`src/blit_geom_cfg.svh`:
```
/*
   offsets, field positions, widths and reset values of the blit
   geometry register bank, one `define each.
   assumes: included by bare name from the package and the modules.
*/
`ifndef BLIT_GEOM_CFG_SVH
`define BLIT_GEOM_CFG_SVH

// register port geometry
`define REG_ADDR_W        9
`define REG_DATA_W        8

// byte offsets on the register port
`define OFS_DEPTH         9'h101
`define OFS_SRC_LOW       9'h104
`define OFS_SRC_MID       9'h105
`define OFS_SRC_HIGH      9'h106
`define OFS_DEST_LOW      9'h108
`define OFS_DEST_MID      9'h109
`define OFS_DEST_HIGH     9'h10a
`define OFS_LINE_OFS_LOW  9'h10c
`define OFS_LINE_OFS_HIGH 9'h10d
`define OFS_WIDTH_LOW     9'h110
`define OFS_WIDTH_HIGH    9'h111
`define OFS_CONTROL       9'h11c
`define OFS_STATUS        9'h11e

// field widths
`define ADDR_FIELD_W      21
`define LINE_OFS_W        11
`define WIDTH_W           10

// bits used in the top byte of each multi-byte field
`define ADDR_TOP_BITS     5
`define LINE_OFS_TOP_BITS 3
`define WIDTH_TOP_BITS    2

// control, depth and status bit positions
`define CTRL_PATTERN_BIT  0
`define CTRL_RECT_BIT     1
`define DEPTH_16_BIT      0
`define STAT_NARROW_BIT   0
`define STAT_RECT_BIT     1

// reset values
`define RST_ADDR          21'h000000
`define RST_LINE_OFS      11'h000
`define RST_WIDTH         10'h000
`define RST_BYTE          8'h00

// least legal width field for a pattern fill (two pixels, minus one)
`define MIN_PATTERN_WIDTH 10'h001

`endif

```
`src/blit_geom_pkg.sv`:
```
/*
   types shared by the blit geometry register bank.
   assumes: blit_geom_cfg.svh sits in the same folder.
*/
`include "blit_geom_cfg.svh"

package blit_geom_pkg;

   // colour depth select, one bit
   typedef enum logic {
      depth_8  = 1'b0,
      depth_16 = 1'b1
   } pixel_depth_t;

   // whole state of the top module
   typedef struct packed {
      logic [`ADDR_FIELD_W-1:0] src;       // source start address
      logic [`ADDR_FIELD_W-1:0] dest;      // destination start address
      logic [`LINE_OFS_W-1:0]   line_ofs;  // line-to-line word offset
      logic [`WIDTH_W-1:0]      width;     // width in pixels minus one
      pixel_depth_t             depth;     // colour depth
      logic                     pattern;   // pattern fill selected
      logic                     rect;      // rectangular region selected
      logic [`REG_DATA_W-1:0]   rdata;     // read data, one cycle late
      logic [`ADDR_FIELD_W-1:0] line_addr; // current line start
      logic [`LINE_OFS_W-1:0]   eff_ofs;   // offset as applied
      logic [`ADDR_FIELD_W-1:0] pat_base;  // pattern base address
      logic [2:0]               pat_line;  // pattern line offset
      logic [3:0]               pix_ofs;   // pixel offset
      logic [`ADDR_FIELD_W-1:0] pat_sum;   // recombined source address
      logic                     narrow;    // width too small for pattern
   } bank_state_t;

endpackage

```
`src/reset_sync.sv`:
```
/*
   two-stage release of an asynchronous active-low reset.
   assumes: one clock; assertion may come at any time.
*/
`timescale 1ns/1ps
`default_nettype none

module reset_sync (
   input  wire logic clock,   // system clock
   input  wire logic rst_n,   // raw reset, active low
   output var  logic sync_n   // released reset, active low
);

   logic stage_n;             // first stage, read only by second

   // assert at once, release after two edges; not gated by the clock
   // enable, so the block always leaves reset
   always_ff @(posedge clock or negedge rst_n) begin
      if (!rst_n) begin
         stage_n <= 1'b0;
         sync_n  <= 1'b0;
      end else begin
         stage_n <= 1'b1;
         sync_n  <= stage_n;
      end
   end

endmodule

`default_nettype wire

```
`src/pattern_split.sv`:
```
/*
   splits a source start address into pattern base, pattern line
   offset and pixel offset, and adds the three back together.
   assumes: purely combinational; the caller registers the results.
*/
`timescale 1ns/1ps
`default_nettype none
`include "blit_geom_cfg.svh"

module pattern_split
   import blit_geom_pkg::*;
(
   input  wire logic [`ADDR_FIELD_W-1:0] src,      // source start address
   input  wire pixel_depth_t             depth,    // colour depth
   output var  logic [`ADDR_FIELD_W-1:0] pat_base, // pattern base
   output var  logic [2:0]               pat_line, // pattern line offset
   output var  logic [3:0]               pix_ofs,  // pixel offset
   output var  logic [`ADDR_FIELD_W-1:0] pat_sum   // base + line + pixel
);

   // field split depends only on depth
   always_comb begin
      if (depth == depth_16) begin
         pat_base = {src[20:7], 7'h00};
         pat_line = src[6:4];
         pix_ofs  = src[3:0];
      end else begin
         pat_base = {src[20:6], 6'h00};
         pat_line = src[5:3];
         pix_ofs  = {1'b0, src[2:0]};
      end
   end

   // recombine as software must program it; line offset sits above
   // the pixel field, so the sum must give back the source address
   always_comb begin
      if (depth == depth_16) begin
         pat_sum = pat_base + {14'h0000, pat_line, pix_ofs};
      end else begin
         pat_sum = pat_base + {15'h0000, pat_line, pix_ofs[2:0]};
      end
   end

endmodule

`default_nettype wire

```
`src/blit_geometry_address_regs.sv`:
```
/*
   geometry and address register bank of a 2d block-transfer engine:
   destination start, line-to-line word offset, width, source start,
   colour depth and the pattern-fill split of the source address.
   assumes: a byte-wide register port on the same clock, strobes one
   cycle long and never together; the transfer datapath sits outside
   and reads the registered outputs here. line_load and line_advance
   come from that datapath on the same clock and need no sync stages;
   the reset pin may fall at any time and is released internally.
*/
`timescale 1ns/1ps
`default_nettype none
`include "blit_geom_cfg.svh"

module blit_geometry_address_regs
   import blit_geom_pkg::*;
#(
   parameter int ADDR_W = `REG_ADDR_W,  // register port address width
   parameter int DATA_W = `REG_DATA_W   // register port data width
) (
   input  wire logic                     clock,            // 250 mhz
   input  wire logic                     rst_n,            // async, low
   input  wire logic                     ce,               // clock enable
   input  wire logic [ADDR_W-1:0]        reg_addr,         // byte offset
   input  wire logic [DATA_W-1:0]        reg_wdata,        // write data
   input  wire logic                     reg_wr,           // write strobe
   input  wire logic                     reg_rd,           // read strobe
   output var  logic [DATA_W-1:0]        reg_rdata,        // read data
   input  wire logic                     line_load,        // start region
   input  wire logic                     line_advance,     // next line
   output var  logic [`ADDR_FIELD_W-1:0] dest_start_addr,  // destination
   output var  logic [`LINE_OFS_W-1:0]   line_offset,      // applied ofs
   output var  logic [`WIDTH_W-1:0]      transfer_width,   // pixels - 1
   output var  logic                     depth_16,         // 16 bpp
   output var  logic                     pattern_fill,     // pattern mode
   output var  logic                     rect_region,      // rect mode
   output var  logic [`ADDR_FIELD_W-1:0] source_start_addr,// source
   output var  logic [`ADDR_FIELD_W-1:0] pattern_base,     // pattern base
   output var  logic [2:0]               pattern_line,     // line offset
   output var  logic [3:0]               pixel_offset,     // pixel offset
   output var  logic [`ADDR_FIELD_W-1:0] pattern_src_addr, // recombined
   output var  logic [`ADDR_FIELD_W-1:0] line_addr,        // line start
   output var  logic                     width_too_narrow  // pattern < 2
);

   // working nets; every field of the bank lives in cur
   logic                     sync_n;     // reset after release stages
   bank_state_t              cur;        // registered state
   bank_state_t              next_cur;   // next state
   logic [`ADDR_FIELD_W-1:0] split_base; // split of the next source
   logic [2:0]               split_line; // split line offset
   logic [3:0]               split_pix;  // split pixel offset
   logic [`ADDR_FIELD_W-1:0] split_sum;  // split recombined
   logic [`ADDR_FIELD_W-1:0] step_addr;  // line start plus offset
   logic [DATA_W-1:0]        read_byte;  // decoded read value

   // reset release, two stages; the raw pin never reaches the state
   // register directly, so a release near an edge cannot leave some
   // fields out of reset and others still in it
   reset_sync u_reset_sync (
      .clock  (clock),
      .rst_n  (rst_n),
      .sync_n (sync_n)
   );

   // the split is pure wiring plus one adder; keeping it in its own
   // module lets the sum be checked against the source on its own
   // split works on the next source and depth, so the registered
   // split lines up with the registered source in the same cycle
   pattern_split u_pattern_split (
      .src      (next_cur.src),
      .depth    (next_cur.depth),
      .pat_base (split_base),
      .pat_line (split_line),
      .pix_ofs  (split_pix),
      .pat_sum  (split_sum)
   );

   // one line further down, in words; the offset is zero outside
   // rectangular work, so an advance there leaves the line in place
   assign step_addr = cur.line_addr
                    + {{(`ADDR_FIELD_W-`LINE_OFS_W){1'b0}}, cur.eff_ofs};

   // register map, byte offsets on the port:
   //   0x101  bit 0 colour depth, 1 = 16 bpp
   //   0x104  source start bits 7..0
   //   0x105  source start bits 15..8
   //   0x106  source start bits 20..16 in 4..0
   //   0x108  destination start bits 7..0
   //   0x109  destination start bits 15..8
   //   0x10a  destination start bits 20..16 in 4..0
   //   0x10c  line word offset bits 7..0
   //   0x10d  line word offset bits 10..8 in 2..0
   //   0x110  width bits 7..0, pixels minus one
   //   0x111  width bits 9..8 in 1..0
   //   0x11c  bit 0 pattern fill, bit 1 rectangular region
   //   0x11e  read only: bit 0 narrow width, bit 1 rectangular
   // every other offset reads zero and drops writes
   // each byte lands on its own; software sees a multi-byte field
   // change byte by byte, so it should not start a transfer midway
   // read decode; unmapped offsets and unused bits read zero.
   // the decode runs every cycle but is only latched under a read
   // strobe, so idle cycles give zero on the data port
   always_comb begin
      read_byte = '0;
      case (reg_addr)
         `OFS_DEPTH: begin
            read_byte[`DEPTH_16_BIT] = cur.depth;
         end
         `OFS_SRC_LOW: begin
            read_byte = cur.src[7:0];
         end
         `OFS_SRC_MID: begin
            read_byte = cur.src[15:8];
         end
         `OFS_SRC_HIGH: begin
            read_byte[`ADDR_TOP_BITS-1:0] = cur.src[20:16];
         end
         `OFS_DEST_LOW: begin
            read_byte = cur.dest[7:0];
         end
         `OFS_DEST_MID: begin
            read_byte = cur.dest[15:8];
         end
         `OFS_DEST_HIGH: begin
            read_byte[`ADDR_TOP_BITS-1:0] = cur.dest[20:16];
         end
         `OFS_LINE_OFS_LOW: begin
            read_byte = cur.line_ofs[7:0];
         end
         `OFS_LINE_OFS_HIGH: begin
            read_byte[`LINE_OFS_TOP_BITS-1:0] = cur.line_ofs[10:8];
         end
         `OFS_WIDTH_LOW: begin
            read_byte = cur.width[7:0];
         end
         `OFS_WIDTH_HIGH: begin
            read_byte[`WIDTH_TOP_BITS-1:0] = cur.width[9:8];
         end
         `OFS_CONTROL: begin
            read_byte[`CTRL_PATTERN_BIT] = cur.pattern;
            read_byte[`CTRL_RECT_BIT]    = cur.rect;
         end
         `OFS_STATUS: begin
            // block's own view of the programmed geometry
            read_byte[`STAT_NARROW_BIT] = cur.narrow;
            read_byte[`STAT_RECT_BIT]   = cur.rect;
         end
         default: begin
            read_byte = '0;
         end
      endcase
   end

   // all next values come from one process, so the whole bank moves
   // on one edge and every output is a flip-flop of the struct
   // next state: register writes, read data, line stepping, split
   always_comb begin
      next_cur = cur;

      // read data stands for one cycle only, zero otherwise
      next_cur.rdata = reg_rd ? read_byte : `RST_BYTE;

      // byte writes; only implemented bits are taken, the rest of
      // the byte is dropped here rather than stored and masked later
      if (reg_wr) begin
         case (reg_addr)
            `OFS_DEPTH: begin
               next_cur.depth = pixel_depth_t'(
                  reg_wdata[`DEPTH_16_BIT]);
            end
            `OFS_SRC_LOW: begin
               next_cur.src[7:0] = reg_wdata;
            end
            `OFS_SRC_MID: begin
               next_cur.src[15:8] = reg_wdata;
            end
            `OFS_SRC_HIGH: begin
               next_cur.src[20:16] = reg_wdata[`ADDR_TOP_BITS-1:0];
            end
            `OFS_DEST_LOW: begin
               next_cur.dest[7:0] = reg_wdata;
            end
            `OFS_DEST_MID: begin
               next_cur.dest[15:8] = reg_wdata;
            end
            `OFS_DEST_HIGH: begin
               // upper three bits of the byte are dropped
               next_cur.dest[20:16] =
                  reg_wdata[`ADDR_TOP_BITS-1:0];
            end
            `OFS_LINE_OFS_LOW: begin
               next_cur.line_ofs[7:0] = reg_wdata;
            end
            `OFS_LINE_OFS_HIGH: begin
               next_cur.line_ofs[10:8] =
                  reg_wdata[`LINE_OFS_TOP_BITS-1:0];
            end
            `OFS_WIDTH_LOW: begin
               next_cur.width[7:0] = reg_wdata;
            end
            `OFS_WIDTH_HIGH: begin
               next_cur.width[9:8] =
                  reg_wdata[`WIDTH_TOP_BITS-1:0];
            end
            `OFS_CONTROL: begin
               next_cur.pattern = reg_wdata[`CTRL_PATTERN_BIT];
               next_cur.rect    = reg_wdata[`CTRL_RECT_BIT];
            end
            default: begin
               // unmapped or read-only: write ignored
            end
         endcase
      end

      // offset reaches the address path only for rectangular work;
      // display refresh never sees it since it is not an output there
      next_cur.eff_ofs = next_cur.rect ? next_cur.line_ofs
                                       : `RST_LINE_OFS;

      // line stepping: load wins over advance in the same cycle, so a
      // new region never starts from a stale line start; the sum wraps
      // at 21 bits, the whole address space, and needs no check
      if (line_load) begin
         next_cur.line_addr = cur.dest;
      end else if (line_advance) begin
         next_cur.line_addr = step_addr;
      end

      // pattern split follows the source and depth being stored; fed
      // from the next values so split and source never disagree for a
      // cycle, at the cost of a longer path through the write decode
      next_cur.pat_base = split_base;
      next_cur.pat_line = split_line;
      next_cur.pix_ofs  = split_pix;
      next_cur.pat_sum  = split_sum;

      // flag a pattern fill set up narrower than two pixels; the
      // block does not refuse it, software owns that check
      // the flag is only a hint, shown on the status register
      next_cur.narrow = next_cur.pattern
                      && (next_cur.width < `MIN_PATTERN_WIDTH);
   end

   // the single state register; frozen while the enable is low.
   // the enable also holds read data, so a read strobe under a low
   // enable is lost; the release stages are not gated and always run
   always_ff @(posedge clock or negedge sync_n) begin
      if (!sync_n) begin
         cur.src       <= `RST_ADDR;
         cur.dest      <= `RST_ADDR;
         cur.line_ofs  <= `RST_LINE_OFS;
         cur.width     <= `RST_WIDTH;
         cur.depth     <= depth_8;
         cur.pattern   <= 1'b0;
         cur.rect      <= 1'b0;
         cur.rdata     <= `RST_BYTE;
         cur.line_addr <= `RST_ADDR;
         cur.eff_ofs   <= `RST_LINE_OFS;
         cur.pat_base  <= `RST_ADDR;
         cur.pat_line  <= 3'h0;
         cur.pix_ofs   <= 4'h0;
         cur.pat_sum   <= `RST_ADDR;
         // width field zero with pattern off: not narrow yet
         cur.narrow    <= 1'b0;
      end else if (ce) begin
         cur <= next_cur;
      end
   end

   // outputs straight from the state register; no gate sits between
   // a flop and a pin, so the datapath outside sees clean edges
   assign reg_rdata         = cur.rdata;
   assign dest_start_addr   = cur.dest;
   assign line_offset       = cur.eff_ofs;
   assign transfer_width    = cur.width;
   assign depth_16          = cur.depth;
   assign pattern_fill      = cur.pattern;
   assign rect_region       = cur.rect;
   assign source_start_addr = cur.src;
   assign pattern_base      = cur.pat_base;
   assign pattern_line      = cur.pat_line;
   assign pixel_offset      = cur.pix_ofs;
   assign pattern_src_addr  = cur.pat_sum;
   assign line_addr         = cur.line_addr;
   assign width_too_narrow  = cur.narrow;

endmodule

`default_nettype wire

```
`config.mk`:
```
export PLATFORM = sky130hd
export DESIGN_NAME = blit_geometry_address_regs
export DESIGN_NICKNAME = d
export VERILOG_FILES = /design/src/blit_geom_pkg.sv /design/src/reset_sync.sv /design/src/pattern_split.sv /design/src/blit_geometry_address_regs.sv
export VERILOG_INCLUDE_DIRS = /design/src
export SDC_FILE = /design/constraint.sdc
export NUM_CORES = 1
export LEC_CHECK = 0
export BUFFER_PORTS_ARGS = -buffer_cell sky130_fd_sc_hd__buf_4
export CAP_MARGIN = 15
export CORE_MARGIN = 3
export CORE_UTILIZATION = 27
export CTS_BUF_LIST = sky130_fd_sc_hd__clkbuf_16
export CTS_CLUSTER_DIAMETER = 120
export DETAILED_ROUTE_END_ITERATION = 8
export PLACE_DENSITY = 0.44
export SYNTH_ARGS = -nofsm -noshare
export SYNTH_HDL_FRONTEND = slang
export SYNTH_SLANG_ARGS = --single-unit
```
`constraint.sdc`:
```
create_clock -name clock -period 7.1 [get_ports clock]
set_input_delay 0.355 -clock clock [delete_from_list [all_inputs] [get_ports clock]]
set_output_delay 0.355 -clock clock [all_outputs]
set_load 0.005 [all_outputs]
```
==> results of run 1 <==
-- worst min-delay path by stage --
| stage | endpoint | start | cells after the start |
|---|---|---|---|
| after floorplan | u_reset_sync.stage_n | rst_n | 0 |
| after global placement | u_reset_sync.stage_n | rst_n | 1 |
| after detailed placement | u_reset_sync.stage_n | rst_n | 1 |
| after CTS | u_reset_sync.sync_n | rst_n | 2 |
| after global routing | u_reset_sync.sync_n | rst_n | 2 |
| final | u_reset_sync.sync_n | rst_n | 2 |
-- final cells by class --
| type | instances | share of cell area |
|---|---|---|
| clock buffer | 17 | 0.0451 |
| multi-input combinational | 505 | 0.394 |
| tap | 390 | 0.0517 |
| clock inverter | 15 | 0.0191 |
| timing repair buffer | 169 | 0.135 |
| sequential | 132 | 0.351 |
| inverter | 13 | 0.00517 |
-- Yosys cell counts, types with 12 or more instances --
library cell,instances,share of area
dfrtp_1,132,0.40
o2bb2ai_1,23,0.024
a21oi_1,47,0.028
nand3_1,22,0.013
nor2_1,48,0.022
nor3_1,14,0.0084
o21ai_0,25,0.015
buf_4,142,0.13
mux2i_1,46,0.056
mux2_2,68,0.092
clkbuf_1,39,0.018
inv_1,12,0.0054
ha_1,12,0.018
nand2_1,43,0.019
and3_1,12,0.0091
-- state kept, by name, summed over array words and instances (netlist names), 3 cells and up --
name / count
cur: 11
dest_start_addr: 21
line_addr: 21
line_offset: 11
pattern_line: 3
pattern_src_addr: 18
reg_rdata: 8
source_start_addr: 20
transfer_width: 10
-- power groups by stage --
stage	Sequential (mW)	Clock [mW]	Combinational, mW
3_5_place_dp	0.843	0	0.212
4_1_cts	0.829	0.940	0.212
5_1_grt	0.835	0.974	0.229
2_1_floorplan	0.830	0	0.149
3_3_place_gp	0.843	0	0.210
6_report	0.828	0.922	0.208
-- layer usage --
layer | vias up | part of all wire | GRT usage
li1 | 2861 | - | -
met1 | 3081 | 0.49 | 0.232
met2 | 178 | 0.45 | 0.240
met3 | 25 | 0.039 | 0.0258
met4 | 0 | 0.014 | 0.0390
met5 | - | 0 | 0
-- cells by family (layout without fill, tap and decap cells) --
kind of cell    count (synthesis)  after routing  share of synthesized area
xor+xnor                       10             10                     0.0106
flops                         132            132                      0.398
mux                           124            124                      0.163
compound gates                161            161                      0.130
fa+ha+maj                      13             13                     0.0205
other cells                     2              8                   0.000905
simple gates                  189            189                      0.119
buf+inv                       200            214                      0.157
-- placed cells by master (no fill, tap or decap), types with 4 or more instances in the layout --
master | netlist | final
nor3b_1 | 4 | 4
buf_4 | 142 | 168
nor4_1 | 4 | 4
mux2_2 | 68 | 68
o2bb2ai_1 | 23 | 23
nand4_1 | 8 | 8
a31oi_1 | 4 | 4
dfrtp_1 | 132 | 131
clkbuf_16 | 0 | 17
nor2_1 | 48 | 48
nor3_1 | 14 | 14
inv_1 | 12 | 12
nand3_1 | 22 | 22
conb_1 | 2 | 8
a211oi_1 | 11 | 11
a21oi_1 | 47 | 47
a22oi_1 | 8 | 8
a22o_1 | 5 | 5
o21ai_0 | 25 | 25
xnor2_1 | 7 | 7
o21a_1 | 4 | 4
mux2_1 | 6 | 6
clkinvlp_4 | 0 | 5
o22ai_1 | 4 | 4
ha_1 | 12 | 12
nor2b_1 | 7 | 7
mux2i_1 | 46 | 46
and3_1 | 12 | 12
nand2_1 | 43 | 43
a21o_1 | 4 | 4
-- critical path, cell delays in order, from the launching register on --
cell,delay [ps]
dfrtp_1,410
ha_1,250
fa_1,430
a211oi_1,310
nor2_1,150
o211ai_1,460
nand2_1,260
a311oi_1,340
a211oi_1,70
-- stage by stage --
| step | total power, mW | std cells | hold WS (ps) | setup slack (ps) |
|---|---|---|---|---|
| floorplan | 0.980 | 837 | 59.4 | 3150 |
| global placement | 1.05 | 1208 | 139 | 4340 |
| detailed placement | 1.05 | 1208 | 140 | 4280 |
| CTS | 1.98 | 1241 | 228 | 4340 |
| global route | 2.04 | 1241 | 257 | 4040 |
| finish | 1.96 | 1241 | 247 | 4300 |
-- repair_timing --
action	CTS	global route
endpoints found under the hold margin	2	0
endpoints found under the setup margin	0	0
buffers inserted	0	0
hold buffers	1	0
==> reports/summary.md, run 1 <==
* shortest clock period the worst path allows after layout: 2800 ps
* global-route usage over all layers: 0.157
* number of distinct library cell variants in the gate-level netlist after synthesis: 71
* setup tns final: 0 ps
* RSZ-0062 raised after global routing: false
* Die Outline Area: 32900 µm²
* syn avg cell area: 9.98 µm²
* synthesis-stage register bit count: 132
* fraction of layout cells with a size suffix above 1: 0.330
* buffers from clock root to sink, at most: 2
* transition time at the pin with the least slew margin: 936 ps
* relative contribution of the clock network to total power: 0.471
* via count of the first global-routing pass: 6078
* number of enable-type register cells in the synthesized netlist: 0
* final-report max-slew violation count: 0
* drt via density: 4.95
* Port Buffer Count: 162
* later-pin clock latency in the skew report: 430 ps
* H-tree Lvls: 4
* arrival time worst endpoint: 3100 ps
* maximum number of pins on one net before global-route repair: 69
* sum of overflow across all layers after global routing: 0
* utilization of the core after routing: 0.315
* clock sink count: 132
* PwrDens: 208 nW/µm²
* start of the worst register-to-register path: line_offset[0]
* wire length of the first global-routing pass: 39800 µm
* net switching share of the total power: 0.268
* ys async rst share: 1.00
* post-layout instance area: 9430 µm²
* register area: 3310 µm²
* endpoint of the most critical register-to-register path: line_addr[12]
* portion of the post-synthesis area used by sequential elements: 0.398
* average wire length per cell after detail routing: 21.1 µm
* Iteration-0 DRC Markers: 331
* post-route ant nets: 0
* R2R cell count: 8
* Synth Instances: 831
* HP Class: in2async
* LEAKAGE: 4.42 nW
* detailed-route wire length: 26100 µm
* final number of setup-violating endpoints: 0
* Core Region: 30000 µm²
* MaxCap Viol Count: 0
* DRC violations left: 0
* Final Hold Vio Count: 0
* Reg2Reg Setup Slack: 4300 ps
* cts repair resizes: 0
* Required @ worst endpoint: 7400 ps
* Ant. Diodes: 0
* CTS tree: done
* cell internal power dissipation: 1.43 mW
* portion of total power attributed to sequential cells: 0.423
* outcome: finished, final reports clean
* number of warnings issued by yosys: 0
* category of the most critical setup path: reg2reg
* RD Place Congestion: 0.823
* share of total power in combinational logic: 0.106
* combined area of all synthesized cells: 8290 µm²
* starting density of the core: 0.277
* Setup crit end: line_addr[12]
* # nets final: 875
* flip-flop cell with the highest count after synthesis: dfrtp_1
* Max Clk Rate: 357 MHz
* headroom to the max-slew limit: 0.376
* number of fillers in the final layout: 3147
* y dimension of the die: 181 µm
* dpl hpwl: 19100 µm
* final critical-path share of the clock period: 0.394
* number of top-level pins: 169
* critical path launch point type: flip-flop
* start point of the critical path: line_offset[0]
* Die Wd: 181 µm
* synth-to-layout area growth: 13.7%
* cell at the root of the clock tree: clkbuf_16
* CTS Buf Count: 17
* number of iterations in the first detailed-routing pass: 5
* final clock skew: 7.64 ps
* Core Rows: 63
* Post-DP Area: 8820 µm²
* peak ir drop on the vdd network: 0.000158 V
* category of the worst setup path capture point: flip-flop
* clock slew at the register clock pins of the worst setup and hold paths: 60 ps
* switching power: 0.525 mW
* antenna violations before repair: 0
* critical path peak fanout: 6
* via count of the routed design: 6145
* footprint of the multi-input gates: 3710 µm²
No activity file was read; power rests on OpenSTA's default activity.
==> run 2, diff against run 1 <==
--- a/config.mk
+++ b/config.mk
@@ -6,6 +6,7 @@
 export SDC_FILE = /design/constraint.sdc
 export NUM_CORES = 1
 export LEC_CHECK = 0
+export ABC_AREA = 1
 export BUFFER_PORTS_ARGS = -buffer_cell sky130_fd_sc_hd__buf_4
 export CAP_MARGIN = 15
 export CORE_MARGIN = 3
==> constraint.sdc (replaced) <==
create_clock -name clock -period 2.9 [get_ports clock]
set_input_delay 0.145 -clock clock [delete_from_list [all_inputs] [get_ports clock]]
set_output_delay 0.145 -clock clock [all_outputs]
set_load 0.005 [all_outputs]
==> reports/summary.md, run 2 <==
* most frequent standard cell in the layout excluding fill and tap cells: nand2_1, was buf_4
* synth-to-layout area growth: 13.7%, about the same
* starting density of the core: 0.278, was 0.277
* maximum number of pins on one net before global-route repair: 131, was 69
* library cell with the highest instance count after synthesis: nand2_1, was buf_4
* Core Rows: 63, unchanged
* Synth Instances: 1125, was 831
* Reg2Reg Setup Slack: 750 ps, was 4300 ps
* via count of the first global-routing pass: 7098, was 6078
* gate family responsible for the most delay along the worst path: simple AND/OR/NAND/NOR gates, was compound AO/OA/AOI/OAI gates
* count of placed standard cells including taps: 1518, was 1208
* final critical-path setup slack: 752 ps, was 4300 ps
* HP Class: in2async, unchanged
* clock sink count: 132, unchanged
* Die Wd: 182 µm, was 181 µm
* Die Outline Area: 33200 µm², was 32900 µm²
* RD Place Congestion: 0.934, was 0.823
* Max Clk Rate: 466 MHz, was 357 MHz
* detailed-route wire length: 28700 µm, was 26100 µm
* cts repair resizes: 0, unchanged
* wire length of the first global-routing pass: 43700 µm, was 39800 µm
* pre-CTS worst setup slack: 773 ps, was 4280 ps
* number of distinct library cell variants in the gate-level netlist after synthesis: 48, was 71
* clock slew at the register clock pins of the worst setup and hold paths: 60 ps, about the same
* start point of the critical path: line_addr[0], was line_offset[0]
* commonest cells after routing, fill and taps aside: nand2_1 (328), buf_4 (168), o21ai_0 (134), was buf_4 (168), dfrtp_1 (131), mux2_2 (68)
* cell type with the largest total area after synthesis: dfrtp_1, unchanged
* critical path peak fanout: 4, was 6
* cell at the root of the clock tree: clkbuf_16, unchanged
* Core Region: 30100 µm², was 30000 µm²
* drt via density: 4.70, was 4.95
* syn avg cell area: 7.44 µm², was 9.98 µm²
* number of iterations in the first detailed-routing pass: 5, unchanged
* number of top-level pins: 169, unchanged
* Final Hold Vio Count: 0, unchanged
* number of warnings issued by yosys: 0, unchanged
* global-route usage over all layers: 0.173, was 0.157
* synthesis-stage register bit count: 132, unchanged
* shortest clock period the worst path allows after layout: 2150 ps, was 2800 ps
* critical path launch point type: flip-flop, unchanged
* later-pin clock latency in the skew report: 430 ps, about the same
* combined area of all synthesized cells: 8370 µm², was 8290 µm²
* start of the worst register-to-register path: line_addr[0], was line_offset[0]
* CP max stage delay: 380 ps, was 460 ps
* Met1 Routed Length: 13800 µm, was 12900 µm
* outcome: finished, final reports clean, unchanged
* category of the most critical setup path: reg2reg, unchanged
* dpl hpwl: 22000 µm, was 19100 µm
* R2R cell count: 12, was 8
* most frequent cell on the critical path: nand2_1, was a211oi_1
* ys async rst share: 1.00, unchanged
* buffers from clock root to sink, at most: 2, unchanged
* final critical-path share of the clock period: 0.741, was 0.394
* via count of the routed design: 7287, was 6145
* DRC violations left: 0, unchanged
* final clock skew: 16.7 ps, was 7.64 ps
* sum of overflow across all layers after global routing: 0, unchanged
* Routed met3 length: 1650 µm, was 1020 µm
* Crit path depth: 12, was 8
* Post-synth top cells: nand2_1 (328), buf_4 (142), o21ai_0 (134), was buf_4 (142), dfrtp_1 (132), mux2_2 (68)
* category of the worst setup path capture point: flip-flop, unchanged
* Critical Path, Cell by Cell: ha_1 > fa_1 > nand2_1 > a21oi_1 > nand2_1 > nand2_1 > and2_1 > nor2_1 > or2_2 > nand3_1 > nand2_1 > nand2_1, was ha_1 > fa_1 > a211oi_1 > nor2_1 > o211ai_1 > nand2_1 > a311oi_1 > a211oi_1
* Ant. Diodes: 0, unchanged
* CTS tree: done, unchanged
* Iteration-0 DRC Markers: 495, was 331
* y dimension of the die: 182 µm, was 181 µm
* PwrDens: 568 nW/µm², was 208 nW/µm²
* number of hold buffers added after cts: 1, unchanged
* transition time at the pin with the least slew margin: 843 ps, was 936 ps
* flip-flop cell with the highest count after synthesis: dfrtp_1, unchanged
* CTS Buf Count: 17, unchanged
* fraction of layout cells with a size suffix above 1: 0.194, was 0.330
* portion of the post-synthesis area used by sequential elements: 0.395, was 0.398
* antenna violations before repair: 0, unchanged
* final-report max-slew violation count: 0, unchanged
* H-tree Lvls: 4, unchanged
* final number of setup-violating endpoints: 0, unchanged
* average wire length per cell after detail routing: 18.5 µm, was 21.1 µm
* setup tns final: 0 ps, unchanged
* largest cells by area after synthesis: dfrtp_1 (39%), nand2_1 (15%), buf_4 (13%), was dfrtp_1 (40%), buf_4 (13%), mux2_2 (9.2%)
* Port Buffer Count: 162, unchanged
* arrival time worst endpoint: 2500 ps, was 3100 ps
* RSZ-0062 raised after global routing: false, unchanged
* LEAKAGE: 4.87 nW, was 4.42 nW
* number of enable-type register cells in the synthesized netlist: 0, unchanged
* peak ir drop on the vdd network: 0.000327 V, was 0.000158 V
* endpoint of the most critical register-to-register path: line_addr[10], was line_addr[12]
* area share of the largest cell type after synthesis: 0.395, was 0.398
* top layer in use: met4, unchanged
* Critical-path top delay cell: a21oi_1, was o211ai_1
* total length of routed met2 wires: 12900 µm, was 11900 µm
* post-route ant nets: 0, unchanged
* MaxCap Viol Count: 0, unchanged
* Post-CTS Setup Bufs: 0, unchanged
* Required @ worst endpoint: 3250 ps, was 7400 ps
* number of fillers in the final layout: 3329, was 3147
* headroom to the max-slew limit: 0.438, was 0.376
* worst path bufs/invs: 0, unchanged
* # nets final: 1185, was 875
* final cell count without fillers: 1551, was 1241
run 2: changes by cell type after synthesis, moves of 12 or more:
cell | before | now
and3_1 | 12 | 0
mux2i_1 | 46 | 1
inv_1 | 12 | 96
clkbuf_1 | 39 | 22
nor2_1 | 48 | 63
a21oi_1 | 47 | 31
nand3_1 | 22 | 46
o2bb2ai_1 | 23 | 0
nand4_1 | 8 | 24
o21ai_0 | 25 | 134
mux2_2 | 68 | 0
nand2_1 | 43 | 328
run 2: power breakdown:
group          total (mW)  internal (mW)  switching, mW
combinational        1.16          0.501          0.663
clock                1.99           1.15          0.842
sequential           2.25           2.04          0.206
total                5.41           3.70           1.71
run 2: cells by family (layout without fill, tap and decap cells):
group,after synthesis,count (layout),synth area share
flip-flops,132,132,0.395
AO/OA/AOI/OAI,203,203,0.132
other,2,8,0.000897
buffers and inverters,274,304,0.190
AND/OR/NAND/NOR,494,494,0.255
multiplexers,1,1,0.00120
XOR/XNOR,6,6,0.00628
adder cells (fa/ha/maj),13,13,0.0203
run 2: worst reg2reg max path, stage by stage (launching register included):
cell	delay (ps)
dfrtp_1	370
ha_1	200
fa_1	190
nand2_1	70
a21oi_1	380
nand2_1	100
nand2_1	130
and2_1	140
nor2_1	40
or2_2	280
nand3_1	60
nand2_1	60
nand2_1	50
run 2: how the worst max path moves through the flow:
stage	endpoint	slack [ps]
floorplan	cur[103]	700
global placement	line_addr[10]	810
detailed placement	line_addr[10]	770
CTS	line_addr[10]	750
global route	line_addr[18]	540
finish	line_addr[10]	750
run 2: area by class of cell:
cell class,instances,area (µm²),share of cell area
sequential,132,3310,0.347
clock buffer,17,425,0.0447
timing repair buffer,171,1310,0.138
tap,390,488,0.0513
multi-input combinational,725,3500,0.368
clock inverter,15,103,0.0108
inverter,101,384,0.0404
run 2: metrics by stage:
stage	utilization	total power, mW	instance area, µm²	hold WS [ps]
after global placement	0.298	3.46	8980	-71.4
final	0.316	5.41	9520	29.0
after CTS	0.316	5.50	9520	10.4
after detailed placement	0.298	3.46	8980	-71.2
after global routing	0.316	5.72	9520	35.4
after floorplan	-	3.08	8390	-151
run 2: routing by layer:
| metal | vias to the layer above | GRT usage |
|---|---|---|
| met4 | 0 | 0.0402 |
| met2 | 216 | 0.265 |
| li1 | 3553 | - |
| met5 | - | 0 |
| met1 | 3495 | 0.249 |
| met3 | 23 | 0.0385 |
==> run 3, diff against run 2 <==
--- a/config.mk
+++ b/config.mk
@@ -6,7 +6,7 @@
 export SDC_FILE = /design/constraint.sdc
 export NUM_CORES = 1
 export LEC_CHECK = 0
-export ABC_AREA = 1
+export ABC_AREA = 0
 export BUFFER_PORTS_ARGS = -buffer_cell sky130_fd_sc_hd__buf_4
 export CAP_MARGIN = 15
 export CORE_MARGIN = 3
==> constraint.sdc (replaced) <==
create_clock -name clock -period 2.1 [get_ports clock]
set_input_delay 0.105 -clock clock [delete_from_list [all_inputs] [get_ports clock]]
set_output_delay 0.105 -clock clock [all_outputs]
set_load 0.005 [all_outputs]
==> reports/summary.md, run 3 (synthesis results as in run 1) <==
* headroom to the max-slew limit: 0.662, was 0.438
* worst hold endpoint: reg_rdata[3]
* final critical-path setup slack: -86.8 ps, was 752 ps
* transition time at the pin with the least slew margin: 497 ps, was 843 ps
* maximum number of pins on one net before global-route repair: 60, was 131
* Required @ worst endpoint: 2450 ps, was 3250 ps
* buffers from clock root to sink, at most: 2, unchanged
* Reg2Reg Setup Slack: -90 ps, was 750 ps
* MaxCap Viol Count: 0, unchanged
* start of the worst register-to-register path: line_addr[0], unchanged
* dpl hpwl: 19900 µm, was 22000 µm
* sum of overflow across all layers after global routing: 0, unchanged
* Port Buffer Count: 162, unchanged
* cell at the root of the clock tree: clkbuf_16, unchanged
* RSZ-0062 raised after global routing: true, was false
* number of top-level pins: 169, unchanged
* post-route ant nets: 0, unchanged
* average wire length per cell after detail routing: 20.4 µm, was 18.5 µm
* DRC violations left: 0, unchanged
* HP Class: in2reg, was in2async
* clock sink count: 132, unchanged
* LEAKAGE: 4.84 nW, was 4.87 nW
* R2R cell count: 9, was 12
* peak ir drop on the vdd network: 0.000531 V, was 0.000327 V
* final-report max-slew violation count: 0, unchanged
* commonest cells after routing, fill and taps aside: buf_4 (239), dfrtp_1 (131), mux2_2 (68), was nand2_1 (328), buf_4 (168), o21ai_0 (134)
* shortest clock period the worst path allows after layout: 2190 ps, was 2150 ps
* violated checks: negative setup slack
* footprint of the multi-input gates: 3790 µm², was 3500 µm²
* category of the worst setup path capture point: flip-flop, unchanged
* Critical-path top delay cell: dfrtp_1, was a21oi_1
* CTS tree: done, unchanged
* number of fillers in the final layout: 3131, was 3329
* detailed-route wire length: 26900 µm, was 28700 µm
* critical path peak fanout: 4, unchanged
* critical path launch point type: flip-flop, unchanged
* PwrDens: 642 nW/µm², was 568 nW/µm²
* Hold Slack: 24.0 ps, was 29.0 ps
* synth-to-layout area growth: 22.0%, was 13.7%
* starting density of the core: 0.277, was 0.278
* CP max stage delay: 380 ps, about the same
* later-pin clock latency in the skew report: 430 ps, about the same
* drt via density: 4.83, was 4.70
* Critical Path, Cell by Cell: ha_2 > fa_2 > a211oi_4 > nor2_2 > o211ai_1 > buf_4 > a2111oi_2 > o21a_1 > a21oi_1, was ha_1 > fa_1 > nand2_1 > a21oi_1 > nand2_1 > nand2_1 > and2_1 > nor2_1 > or2_2 > nand3_1 > nand2_1 > nand2_1
* via count of the first global-routing pass: 6372, was 7098
* global-route usage over all layers: 0.163, was 0.173
* CTS Buf Count: 17, unchanged
* Ant. Diodes: 0, unchanged
* endpoint of the most critical register-to-register path: line_addr[16], was line_addr[10]
* via count of the routed design: 6368, was 7287
* category of the most critical setup path: reg2reg, unchanged
* worst hold path startpoint: reg_rd
* Core Region: 30000 µm², was 30100 µm²
* setup tns final: -299 ps, was 0 ps
* number of iterations in the first detailed-routing pass: 5, unchanged
* fraction of layout cells with a size suffix above 1: 0.400, was 0.194
* wire length of the first global-routing pass: 41300 µm, was 43700 µm
* clock slew at the register clock pins of the worst setup and hold paths: 60 ps, about the same
* Core Rows: 63, unchanged
* # nets final: 953, was 1185
* final critical-path share of the clock period: 1.04, was 0.741
* final clock skew: 10.7 ps, was 16.7 ps
* Die Outline Area: 32900 µm², was 33200 µm²
* antenna violations before repair: 0, unchanged
* Max Clk Rate: 457 MHz, was 466 MHz
* RD Place Congestion: 0.834, was 0.934
* register area: 3310 µm², unchanged
* Iteration-0 DRC Markers: 399, was 495
* y dimension of the die: 181 µm, was 182 µm
* Die Wd: 181 µm, was 182 µm
* arrival time worst endpoint: 2540 ps, was 2500 ps
* Cells on Worst Hold Path: 3
* Final Hold Vio Count: 0, unchanged
* H-tree Lvls: 4, unchanged
* most frequent standard cell in the layout excluding fill and tap cells: buf_4, was nand2_1
* outcome: finished, violations left, was finished, final reports clean
* final number of setup-violating endpoints: 5, was 0
==> run 3: cell types whose count changed in the layout (fill, tap and decap cells not counted), moves of 12 or more <==
cell       change
nand2_1      -287
o21ai_0      -112
inv_1         -88
buf_4         +71
mux2_2        +68
mux2i_1       +45
nand3_1       -25
o2bb2ai_1     +23
a21oi_1       +16
nand4_1       -16
nor2_1        -16
and3_1        +12
==> run 3: worst max-delay path, delay by kind of cell (launching register included) <==
kind,cells,cell delay [ps]
buffers and inverters,1,200
flip-flops,1,380
AND/OR/NAND/NOR,1,80
adder cells (fa/ha/maj),2,590
AO/OA/AOI/OAI,5,870
==> run 3: timing repair <==
item                                    4_1_cts  5_1_grt
hold endpoints to repair                      2        0
endpoints found under the setup margin       13       15
gates resized for setup                      13        8
hold buffers                                  2        0
buffers inserted                              2        1
pin swaps                                    11        5
==> run 3: worst max path at each step <==
stage	start	to	slack (ps)
floorplan	line_offset[0]	line_addr[14]	-60
CTS	line_addr[0]	line_addr[16]	-160
finish	line_addr[0]	line_addr[16]	-90
detailed placement	reg_addr[7]	pattern_line[2]	-190
global placement	reg_addr[7]	pattern_line[1]	-140
global route	line_addr[0]	line_addr[16]	-190
==> run 3: routing by layer <==
layer | GRT usage | up-vias | share of wire
li1 | - | 3014 | -
met4 | 0.0326 | 0 | 0.0074
met1 | 0.243 | 3179 | 0.50
met5 | 0 | - | 0
met2 | 0.245 | 163 | 0.45
met3 | 0.0316 | 12 | 0.047
==> run 3: layout make-up <==
type,instances,share of cell area
Inverter,13,0.00482
Multi-Input combinational cell,505,0.375
Tap cell,390,0.0482
Clock inverter,15,0.0129
Clock buffer,17,0.0421
Timing Repair Buffer,247,0.190
Sequential cell,132,0.327
==> run 3: stage by stage <==
step	util	std cells	power (mW)	area (µm²)	setup WS, ps
after floorplan	-	837	3.31	8330	-55.4
after global routing	0.338	1319	6.79	10100	-194
final	0.338	1319	6.49	10100	-86.8
after detailed placement	0.315	1282	3.65	9450	-188
after CTS	0.336	1318	6.57	10100	-157
after global placement	0.315	1282	3.64	9450	-139
==> run 3: report_power, final <==
part           leakage (nW)  internal (mW)  total [mW]  switching, mW
Clock                 0.262           1.64        2.89           1.26
Combinational          2.82          0.381       0.817          0.436
Sequential             1.76           2.66        2.78          0.126
Total                  4.84           4.67        6.49           1.82
